--- src/dbw_pkg.sv ---
// constants shared by the loop bandwidth configuration registers
package dbw_pkg;

  // bus geometry
  localparam int          DATA_W         = 32;
  localparam int          ADDR_W         = 12;
  localparam int          ADDR_LSB       = 2;
  localparam int          IDX_W          = ADDR_W - ADDR_LSB;
  localparam int          TRANS_BIT      = 1;

  // register indexes; byte address is four times the index
  localparam logic [IDX_W-1:0] SEC_BW_IDX    = 10'h066;
  localparam logic [IDX_W-1:0] LOCKED_BW_IDX = 10'h067;
  localparam logic [IDX_W-1:0] BW_MODE_IDX   = 10'h03b;

  // field layouts
  localparam int          SEC_W          = 2;
  localparam int          LOCKED_W       = 5;
  localparam int          MODE_BIT_POS   = 7;

  // reset values
  localparam logic [SEC_W-1:0]    SEC_BW_RST    = 2'h0;
  localparam logic [LOCKED_W-1:0] LOCKED_BW_RST = 5'h0b;
  localparam logic                MODE_RST      = 1'b0;

  // secondary loop codes and bandwidths in hertz
  localparam logic [SEC_W-1:0] SEC_CODE_18HZ = 2'h0;
  localparam logic [SEC_W-1:0] SEC_CODE_35HZ = 2'h1;
  localparam logic [SEC_W-1:0] SEC_CODE_70HZ = 2'h2;
  localparam logic [SEC_W-1:0] SEC_CODE_UNUSED = 2'h3;
  localparam int               HZ_W          = 8;
  localparam logic [HZ_W-1:0]  SEC_HZ_18     = 8'h12;
  localparam logic [HZ_W-1:0]  SEC_HZ_35     = 8'h23;
  localparam logic [HZ_W-1:0]  SEC_HZ_70     = 8'h46;

  // main loop locked codes: millihertz range ends at code 6, defined codes end at 17
  localparam logic [LOCKED_W-1:0] LOCKED_LAST_MHZ_CODE = 5'h06;
  localparam logic [LOCKED_W-1:0] LOCKED_TOP_CODE      = 5'h11;
  localparam int                  MHZ_W                = 8;
  localparam int                  MHZ_CODES            = 7;
  // millihertz values, code 0 in the low slot
  localparam logic [MHZ_CODES-1:0][MHZ_W-1:0] LOCKED_MHZ_TBL =
    {8'h3c, 8'h1e, 8'h0f, 8'h08, 8'h04, 8'h02, 8'h01};

  // zero constants
  localparam logic [DATA_W-1:0] DATA_ZERO = 32'h0000_0000;

endpackage : dbw_pkg

--- src/dbw_regs.sv ---
// AHB-Lite register bank for the secondary and main loop bandwidth settings
// What this block does
// - two-bit secondary code picks 18, 35 or 70 Hz; code 3 unused
// - five-bit locked code 0 to 6 picks 1 to 60 millihertz
// - locked codes 7 to 17 lie in hertz range, top defined code 17
// - mode bit 7 applies locked bandwidth always or only once phase locked
`timescale 1ns/1ps
`default_nettype none

module dbw_regs
  import dbw_pkg::*;
(
  // clock and reset
  input  wire logic                      clk,
  input  wire logic                      rst_n,
  // AHB-Lite slave
  input  wire logic                      hsel,
  input  wire logic [dbw_pkg::ADDR_W-1:0] haddr,
  input  wire logic [1:0]                htrans,
  input  wire logic                      hwrite,
  input  wire logic [2:0]                hsize,
  input  wire logic [dbw_pkg::DATA_W-1:0] hwdata,
  input  wire logic                      hready,
  output logic      [dbw_pkg::DATA_W-1:0] hrdata,
  output logic                           hreadyout,
  output logic                           hresp,
  // loop status from the main pll
  input  wire logic                      phase_locked,
  // secondary pll settings
  output logic      [dbw_pkg::SEC_W-1:0]  secondary_loop_bw_sel,
  output logic      [dbw_pkg::HZ_W-1:0]   secondary_bw_hz,
  output logic                           secondary_code_valid,
  // main pll settings
  output logic      [dbw_pkg::LOCKED_W-1:0] main_loop_locked_bw_sel,
  output logic      [dbw_pkg::MHZ_W-1:0]  main_locked_bw_mhz,
  output logic                           main_locked_hz_range,
  output logic                           main_locked_code_valid,
  output logic                           main_locked_bw_apply
);
  import dbw_pkg::*;

  // bus data phase state
  logic                  wr_pend_ff;
  logic                  nxt_wr_pend;
  logic [IDX_W-1:0]      wr_idx_ff;
  logic [IDX_W-1:0]      nxt_wr_idx;
  logic [DATA_W-1:0]     hrdata_ff;
  logic [DATA_W-1:0]     nxt_hrdata;

  // configuration state
  logic [SEC_W-1:0]      sec_bw_ff;
  logic [SEC_W-1:0]      nxt_sec_bw;
  logic [LOCKED_W-1:0]   locked_bw_ff;
  logic [LOCKED_W-1:0]   nxt_locked_bw;
  logic                  mode_always_ff;
  logic                  nxt_mode_always;

  // decoded outputs
  logic [HZ_W-1:0]       sec_hz_ff;
  logic [HZ_W-1:0]       nxt_sec_hz;
  logic                  sec_valid_ff;
  logic                  nxt_sec_valid;
  logic [MHZ_W-1:0]      locked_mhz_ff;
  logic [MHZ_W-1:0]      nxt_locked_mhz;
  logic                  locked_hz_ff;
  logic                  nxt_locked_hz;
  logic                  locked_valid_ff;
  logic                  nxt_locked_valid;
  logic                  apply_ff;
  logic                  nxt_apply;

  logic                  addr_phase;
  logic [IDX_W-1:0]      addr_idx;

  // zero wait states: every transfer completes in its first data cycle
  assign hreadyout = 1'b1;
  assign hresp     = 1'b0;
  // hrdata is zero outside a read data phase, so a stale word never lingers
  assign hrdata    = hrdata_ff;

  // hsize is not decoded: only aligned whole-word transfers are expected
  assign addr_phase = hsel && hready && htrans[TRANS_BIT];
  assign addr_idx   = haddr[ADDR_W-1:ADDR_LSB];

  // bus sequencing
  always_comb
  begin
    nxt_wr_pend = addr_phase && hwrite;
    nxt_wr_idx  = addr_phase ? addr_idx : wr_idx_ff;
    nxt_hrdata  = DATA_ZERO;
    // read mux uses next values so a read right after a write sees the new data
    if (addr_phase && !hwrite)
    begin
      unique case (addr_idx)
        SEC_BW_IDX:    nxt_hrdata = {{(DATA_W-SEC_W){1'b0}}, nxt_sec_bw};
        LOCKED_BW_IDX: nxt_hrdata = {{(DATA_W-LOCKED_W){1'b0}}, nxt_locked_bw};
        // the mode word holds only its one bit; the rest reads zero
        BW_MODE_IDX:   nxt_hrdata = DATA_W'(nxt_mode_always) << MODE_BIT_POS;
        default:       nxt_hrdata = DATA_ZERO;
      endcase
    end
  end

  always_ff @(posedge clk)
  begin
    if (!rst_n)
    begin
      wr_pend_ff <= 1'b0;
      wr_idx_ff  <= '0;
      hrdata_ff  <= DATA_ZERO;
    end
    else
    begin
      wr_pend_ff <= nxt_wr_pend;
      wr_idx_ff  <= nxt_wr_idx;
      hrdata_ff  <= nxt_hrdata;
    end
  end

  // register writes take only the defined field bits
  always_comb
  begin
    nxt_sec_bw      = sec_bw_ff;
    nxt_locked_bw   = locked_bw_ff;
    nxt_mode_always = mode_always_ff;
    // unused codes are kept as written so software reads back its own value
    if (wr_pend_ff)
    begin
      unique case (wr_idx_ff)
        SEC_BW_IDX:    nxt_sec_bw      = hwdata[SEC_W-1:0];
        LOCKED_BW_IDX: nxt_locked_bw   = hwdata[LOCKED_W-1:0];
        BW_MODE_IDX:   nxt_mode_always = hwdata[MODE_BIT_POS];
        default:       nxt_sec_bw      = sec_bw_ff;
      endcase
    end
  end

  always_ff @(posedge clk)
  begin
    if (!rst_n)
    begin
      sec_bw_ff      <= SEC_BW_RST;
      locked_bw_ff   <= LOCKED_BW_RST;
      mode_always_ff <= MODE_RST;
    end
    else
    begin
      sec_bw_ff      <= nxt_sec_bw;
      locked_bw_ff   <= nxt_locked_bw;
      mode_always_ff <= nxt_mode_always;
    end
  end

  // bandwidth decode, registered so the loop filters see glitch-free values
  always_comb
  begin
    nxt_sec_valid = 1'b1;
    unique case (sec_bw_ff)
      SEC_CODE_18HZ: nxt_sec_hz = SEC_HZ_18;
      SEC_CODE_35HZ: nxt_sec_hz = SEC_HZ_35;
      SEC_CODE_70HZ: nxt_sec_hz = SEC_HZ_70;
      default:
      begin
        // unused code: report zero rather than guess a loop setting
        nxt_sec_hz    = '0;
        nxt_sec_valid = 1'b0;
      end
    endcase
  end

  // millihertz codes index a table; hertz codes carry no number here
  function automatic logic [MHZ_W-1:0] dbw_mhz_of(input logic [LOCKED_W-1:0] code);
    logic [MHZ_W-1:0] val;
    val = '0;
    if (code <= LOCKED_LAST_MHZ_CODE)
    begin
      val = LOCKED_MHZ_TBL[code];
    end
    return val;
  endfunction : dbw_mhz_of

  always_comb
  begin
    nxt_locked_mhz   = dbw_mhz_of(locked_bw_ff);
    nxt_locked_hz    = (locked_bw_ff > LOCKED_LAST_MHZ_CODE)
                       && (locked_bw_ff <= LOCKED_TOP_CODE);
    nxt_locked_valid = (locked_bw_ff <= LOCKED_TOP_CODE);
    // lock is a level; a lock pulse shorter than one clock is missed
    nxt_apply        = mode_always_ff || phase_locked;
  end

  always_ff @(posedge clk)
  begin
    if (!rst_n)
    begin
      sec_hz_ff       <= SEC_HZ_18;
      sec_valid_ff    <= 1'b1;
      locked_mhz_ff   <= '0;
      locked_hz_ff    <= 1'b1;
      locked_valid_ff <= 1'b1;
      apply_ff        <= 1'b0;
    end
    else
    begin
      sec_hz_ff       <= nxt_sec_hz;
      sec_valid_ff    <= nxt_sec_valid;
      locked_mhz_ff   <= nxt_locked_mhz;
      locked_hz_ff    <= nxt_locked_hz;
      locked_valid_ff <= nxt_locked_valid;
      apply_ff        <= nxt_apply;
    end
  end

  assign secondary_loop_bw_sel   = sec_bw_ff;
  assign secondary_bw_hz         = sec_hz_ff;
  assign secondary_code_valid    = sec_valid_ff;
  assign main_loop_locked_bw_sel = locked_bw_ff;
  assign main_locked_bw_mhz      = locked_mhz_ff;
  assign main_locked_hz_range    = locked_hz_ff;
  assign main_locked_code_valid  = locked_valid_ff;
  assign main_locked_bw_apply    = apply_ff;
endmodule : dbw_regs

`default_nettype wire

--- config.mk ---
export PLATFORM = sky130hd
export DESIGN_NAME = dbw_regs
export DESIGN_NICKNAME = d
export VERILOG_FILES = /design/src/dbw_pkg.sv /design/src/dbw_regs.sv
export SDC_FILE = /design/constraint.sdc
export NUM_CORES = 1
export LEC_CHECK = 0
export BUFFER_PORTS_ARGS = -buffer_cell sky130_fd_sc_hd__buf_2
export CAP_MARGIN = 20
export CORE_ASPECT_RATIO = 1.75
export CORE_UTILIZATION = 40
export CTS_BUF_LIST = sky130_fd_sc_hd__clkbuf_4
export CTS_CLUSTER_DIAMETER = 200
export DETAILED_ROUTE_END_ITERATION = 16
export PLACE_DENSITY = 0.79
export RECOVER_POWER = 50
export SKIP_CTS_REPAIR_TIMING = 1
export SLEW_MARGIN = 10
export SYNTH_ARGS = -nofsm -noshare
export SYNTH_HDL_FRONTEND = slang
export SYNTH_SLANG_ARGS = --single-unit
export TNS_END_PERCENT = 10
--- constraint.sdc ---
create_clock -name clk -period 1.6 [get_ports clk]
set_clock_uncertainty 0.05 [all_clocks]
set_input_delay 0.32 -clock clk [delete_from_list [all_inputs] [get_ports clk]]
set_output_delay 0.32 -clock clk [all_outputs]
set_load 0.02 [all_outputs]
**Word-level counts from Yosys, hierarchy flattened**

Memories as Yosys holds them, arrays and structs flattened. A register that Yosys moved wholly into a read port is not among the register bits.
Cells that the tools add are included.
Widths: inputs -> output; s select.

- Reduce and logical (&&, ||, !) cells: 12
- Order comparisons: 3
- Eq/ne operators: 8
- Mux-type cells: 9

Operators with widths:

| kind | number |
|---|---|
| $eq 10x7->1 const B | 4 |
| $pmux 8 s3 | 1 |
| $pmux 7 s3 | 1 |
| $eq 10x6->1 const B | 2 |
| $mux 5 | 2 |
| $gt 5x3->1 const B | 1 |
| $le 5x3->1 const B | 1 |
| $le 5x5->1 const B | 1 |
| $logic_and 1x1->1 | 5 |
| $mux 2 | 2 |
| $reduce_and 2->1 | 2 |
| $mux 1 | 3 |
| $reduce_or 3->1 | 1 |
| $eq 2x1->1 const B | 1 |
| $eq 2x2->1 const B | 1 |
| $logic_not 1->1 | 2 |
| $logic_not 2->1 | 1 |
| $logic_or 1x1->1 | 1 |

- Output and inout bits: 61
- Memory bits (read-only): 64
- Memories kept: 1
- Word-level logic and storage cells: 44
- Flip-flop bits (word level): 63
- Input port bits: 55

Memories:

| name | depth | width | read ports | clocked after memory_dff | write ports | RTL line | source |
|---|---|---|---|---|---|---|---|
| (no name shown) | 8 | 8 | 1 | 1 | 0 | dbw_regs.sv:177 | `val = LOCKED_MHZ_TBL[code];` |

**Depth between registers and ports, before layout**

- Depth in word-level cells: 4
- Mapped depth: 4
- Depth with buffers taken out: 3

**Worst setup path after synthesis**

No wires, ideal clock.

- Kind: reg-to-reg
- From: register wr_idx_ff[7]
- To: register hrdata_ff[0], in the netlist hrdata[0]
- Setup slack: -37 ps
- Cell stages (with the launch flop): 4
- Setup time: 81 ps
- Data arrival time: 1,506 ps
- Period minus slack after synthesis: 1,637 ps
- Buffers on the path: 0
- Data required time: 1,469 ps
- Cell sequence: dfxtp_1 -> or4b_4 -> or4_1 -> a41oi_1

- Cells in the longest elaborated chain, start to end: 4
- Elaborated cells on any way between the ends: 7
- Those cells by class: eq/ne: 2; mux: 5

Ends and longest elaborated chain:

| item | RTL line | source |
|---|---|---|
| start: declaration | dbw_regs.sv:45 | `logic [IDX_W-1:0] wr_idx_ff;` |
| start signal: assignment | dbw_regs.sv:115 | `wr_idx_ff <= nxt_wr_idx;` |
| $eq 10x7->1 | dbw_regs.sv:129 | `unique case (wr_idx_ff)` |
| $mux 5 or $mux 2 (tied branches) | dbw_regs.sv:129 |  |
| $mux 5 or $mux 2 (tied branches) | dbw_regs.sv:127 | `if (wr_pend_ff)` |
| $pmux 8 s3 (*) | dbw_regs.sv:94 | `unique case (addr_idx)` |
| end signal: assignment | dbw_regs.sv:116 | `hrdata_ff <= nxt_hrdata;` |
| end: declaration | dbw_regs.sv:47 | `logic [DATA_W-1:0] hrdata_ff;` |

Every way passes the cells marked *; elsewhere a longest branch is shown, timed or not.
A chain may end at the register's enable or synchronous reset.

**Worst setup path in the final report**

- From: register wr_idx_ff[7]
- To: register hrdata_ff[1], in the netlist hrdata[1]

Same word-level chain as after synthesis.

==> out/qor.yml <==
status: "complete, but fails checks"
violations: "setup timing"
ys_seq_area_share_pct: 40.83
wl_met2_um: 2186
cts_buffer_depth: 2
diodes: 0
r2r_cells: 4
rsz0062_at_grt: "true"
layout-drive-gt1-share_pct: 34.47
grtUsageTotal_pct: 16.04
via_per_inst: 5.079
netlist_area_mm2: 0.001863
grt_pass1_wl_um: 5768
arrival_ns: 1.83
yosys_warnings: 0
hold_viol: 0
postSynthCellCount: 205
routed_wl_um: 3877
grt_max_degree: 17
clock-sinks: 38
cp-startpoint: "wr_idx_ff[7]"
period_share_pct: 103.2
clk-insertion-delay-late_ns: 0.35
hold_path_class: "input port to flip-flop"
gp_congestion: 0.9429
reg2reg_slack_ns: -0.05
grt_pass1_vias: 1385
cts-buffers-inserted: 5
sequential_cell_area_um2: 763.2
final_nets: 318
clk_pin_slew_ns: 0.11
clk_root_buffer_cell: "clkbuf_4"
die_h_um: 92.28
p_leak_nw: 0.9330
finalSetupViolCount: 5
synthSimpleGateAreaFrac_pct: 24.24
power.density_mw_per_mm2: 737.8
top_layer_used: "met4"
vdd_ir_drop_max_v: 0.0004885
ant_nets: 0
yosys.area_share.xor_xnor_pct: 0.9402
io_pins: 116
cp-endpoint: "hrdata[1]"
syn2layout_area_growth_pct: 19.41
multiInputGateArea_um2: 960.9
drc_errors: 0
chipWidth_um: 53.59
yosys_register_bits: 38
first_iter_violations: 35
fin_crit_ns: 1.651
rows: 32
dieArea_mm2: 0.004945
finalMaxSlewViolations: 0
worstSetupPathType: "flip-flop to flip-flop"
core-area_mm2: 0.004444
cap_violations: 0
dp_cells: 307
fin_ws_ns: -0.05072
cp-end-kind: "flip-flop"
synth.distinct_cells: 42
wire_per_inst_um: 12.31
dp_hpwl_um: 2915
m1WireLength_um: 1363
cp-start-kind: "flip-flop"
reg2reg_to: "hrdata[1]"
grt-ovfl-total: 0
max_freq_ghz: 0.6058
setup-tns-final_ns: -0.1326
wl_met3_um: 252
synthMuxAreaShare_pct: 0
grt_antenna_before_repair: 0
final_cells: 315
synthAdderAreaFrac_pct: 0
crit_fanout: 5
drtPass1Iterations: 4
cts_tree: "built"
h-tree-depth: 2
initial_core_util_pct: 41.92
vias: 1600
portBuffers: 51
syn_avg_cell_area_um2: 9.088
synth_top_family_by_area: "simple AND/OR/NAND/NOR gates"
tightest_slew_ns: 0.5198
fillers: 425
synth_compound_area_share_pct: 13.57
slew_headroom_pct: 64.86
crit_required_ns: 1.78
timing.rr.start: "wr_idx_ff[7]"
==> layout by cell type, fill, tap and decap left out, types with 3 or more instances in the layout <==
cell type	instances
a211oi_1	4
a21oi_1	15
and2b_2	3
buf_2	45
buf_4	15
clkbuf_1	6
clkbuf_4	6
conb_1	32
dfxtp_1	36
inv_1	3
nand2_1	26
nand3_1	5
nand4_1	9
nor2_1	8
o21ai_0	4
o31ai_4	3
==> worst min path at each step <==
stage,start,to,slack [ns],cells past startpoint
floorplan,phase_locked,main_locked_bw_apply,0.39,2
CTS,phase_locked,main_locked_bw_apply,0.12,3
finish,phase_locked,main_locked_bw_apply,0.12,3
global placement,secondary_loop_bw_sel[0],secondary_code_valid,0.40,1
detailed placement,secondary_loop_bw_sel[0],secondary_code_valid,0.41,1
global route,hwrite,wr_pend_ff,0.12,2
==> registers in the layout (all words and copies together), names as in the netlist <==
| signal | cells |
|---|---|
| hrdata | 6 |
| main_locked_bw_apply | 1 |
| main_locked_bw_mhz | 6 |
| main_locked_code_valid | 1 |
| main_locked_hz_range | 1 |
| main_loop_locked_bw_sel | 5 |
| mode_always_ff | 1 |
| secondary_bw_hz | 3 |
| secondary_code_valid | 1 |
| secondary_loop_bw_sel | 2 |
| wr_idx_ff | 10 |
| wr_pend_ff | 1 |
==> worst max-delay path, cell delays in order (launching register included) <==
cell and delay [ns]:
dfxtp_2 0.34, or4b_4 0.57, buf_6 0.16, o311ai_2 0.27, a41oi_2 0.14
==> layer usage <==
layer	GRT usage [%]	vias to the layer above
li1	-	784
met1	14.65	735
met2	29.79	74
met3	3.980	7
met4	8.772	0
met5	0	-
==> power by group <==
part           internal, mW  switching (mW)  total [mW]
combinational        0.0579           0.130       0.188
sequential            0.956         0.00783       0.963
clock                 0.182           0.308       0.490
==> synthesized netlist by cell type <==
| library cell | instances | share of area [%] |
|---|---|---|
| dfxtp_1 | 38 | 41 |
| buf_4 | 36 | 15 |
| nand2_1 | 26 | 5.2 |
| a21oi_1 | 15 | 4.0 |
| nand4_1 | 9 | 3.0 |
| nor2_1 | 8 | 1.6 |
| nand3_1 | 5 | 1.3 |
| o31ai_1 | 5 | 2.0 |
| a211oi_1 | 4 | 1.6 |
| clkbuf_1 | 4 | 0.81 |
| clkbuf_8 | 4 | 3.0 |
| o21ai_0 | 4 | 1.1 |
| o311ai_0 | 4 | 1.9 |
| and2b_2 | 3 | 1.4 |
| inv_1 | 3 | 0.60 |
| a31oi_1 | 2 | 0.67 |
| a41oi_1 | 2 | 0.94 |
| and3_1 | 2 | 0.67 |
| conb_1 | 2 | 0.40 |
| nor3_1 | 2 | 0.54 |
| nor3b_1 | 2 | 0.81 |
| nor4_1 | 2 | 0.67 |
| nor4b_1 | 2 | 0.94 |
| nor4bb_1 | 2 | 1.1 |
| or4_1 | 2 | 0.81 |
| a21boi_0 | 1 | 0.40 |
| a31o_2 | 1 | 0.47 |
| and2_1 | 1 | 0.34 |
| and3b_2 | 1 | 0.54 |
| and4_2 | 1 | 0.54 |
| buf_6 | 1 | 0.60 |
| clkdlybuf4s15_1 | 1 | 0.54 |
| nand3b_1 | 1 | 0.40 |
| nand4b_1 | 1 | 0.47 |
| nand4bb_4 | 1 | 1.5 |
| o311ai_1 | 1 | 0.47 |
| or3_1 | 1 | 0.34 |
| or4b_4 | 1 | 0.74 |
| or4bb_1 | 1 | 0.60 |
| or4bb_2 | 1 | 0.67 |
| xnor2_1 | 1 | 0.47 |
| xor2_1 | 1 | 0.47 |
==> final cells by class <==
cell class                 instances  share of cell area [%]
sequential                        38                   34.31
clock inverter                     2                  0.3937
inverter                           3                  0.5062
clock buffer                       6                   2.025
timing repair buffer              67                   16.70
tap                               51                   2.868
multi-input combinational        148                   43.19
==> stage by stage <==
stage	cell area (µm²)	hold WS [ns]	power, mW	setup slack (ns)	util, %
finish	2225	0.1221	1.641	-0.05072	50.06
CTS	2107	0.1190	1.642	-0.1240	47.41
floorplan	1976	0.3858	1.162	-0.007448	-
global route	2225	0.1247	1.720	-0.09679	50.06
detailed placement	2053	0.4062	1.162	-0.1045	46.20
global placement	2053	0.4041	1.159	-0.09754	46.20
==> cells by family (layout without fill, tap and decap cells) <==
family,count (synthesis),after routing
XOR/XNOR,2,2
other,2,32
flip-flops,38,38
AND/OR/NAND/NOR,75,75
AO/OA/AOI/OAI,39,39
buffers and inverters,49,78
Power figures use the tool's default switching activity.
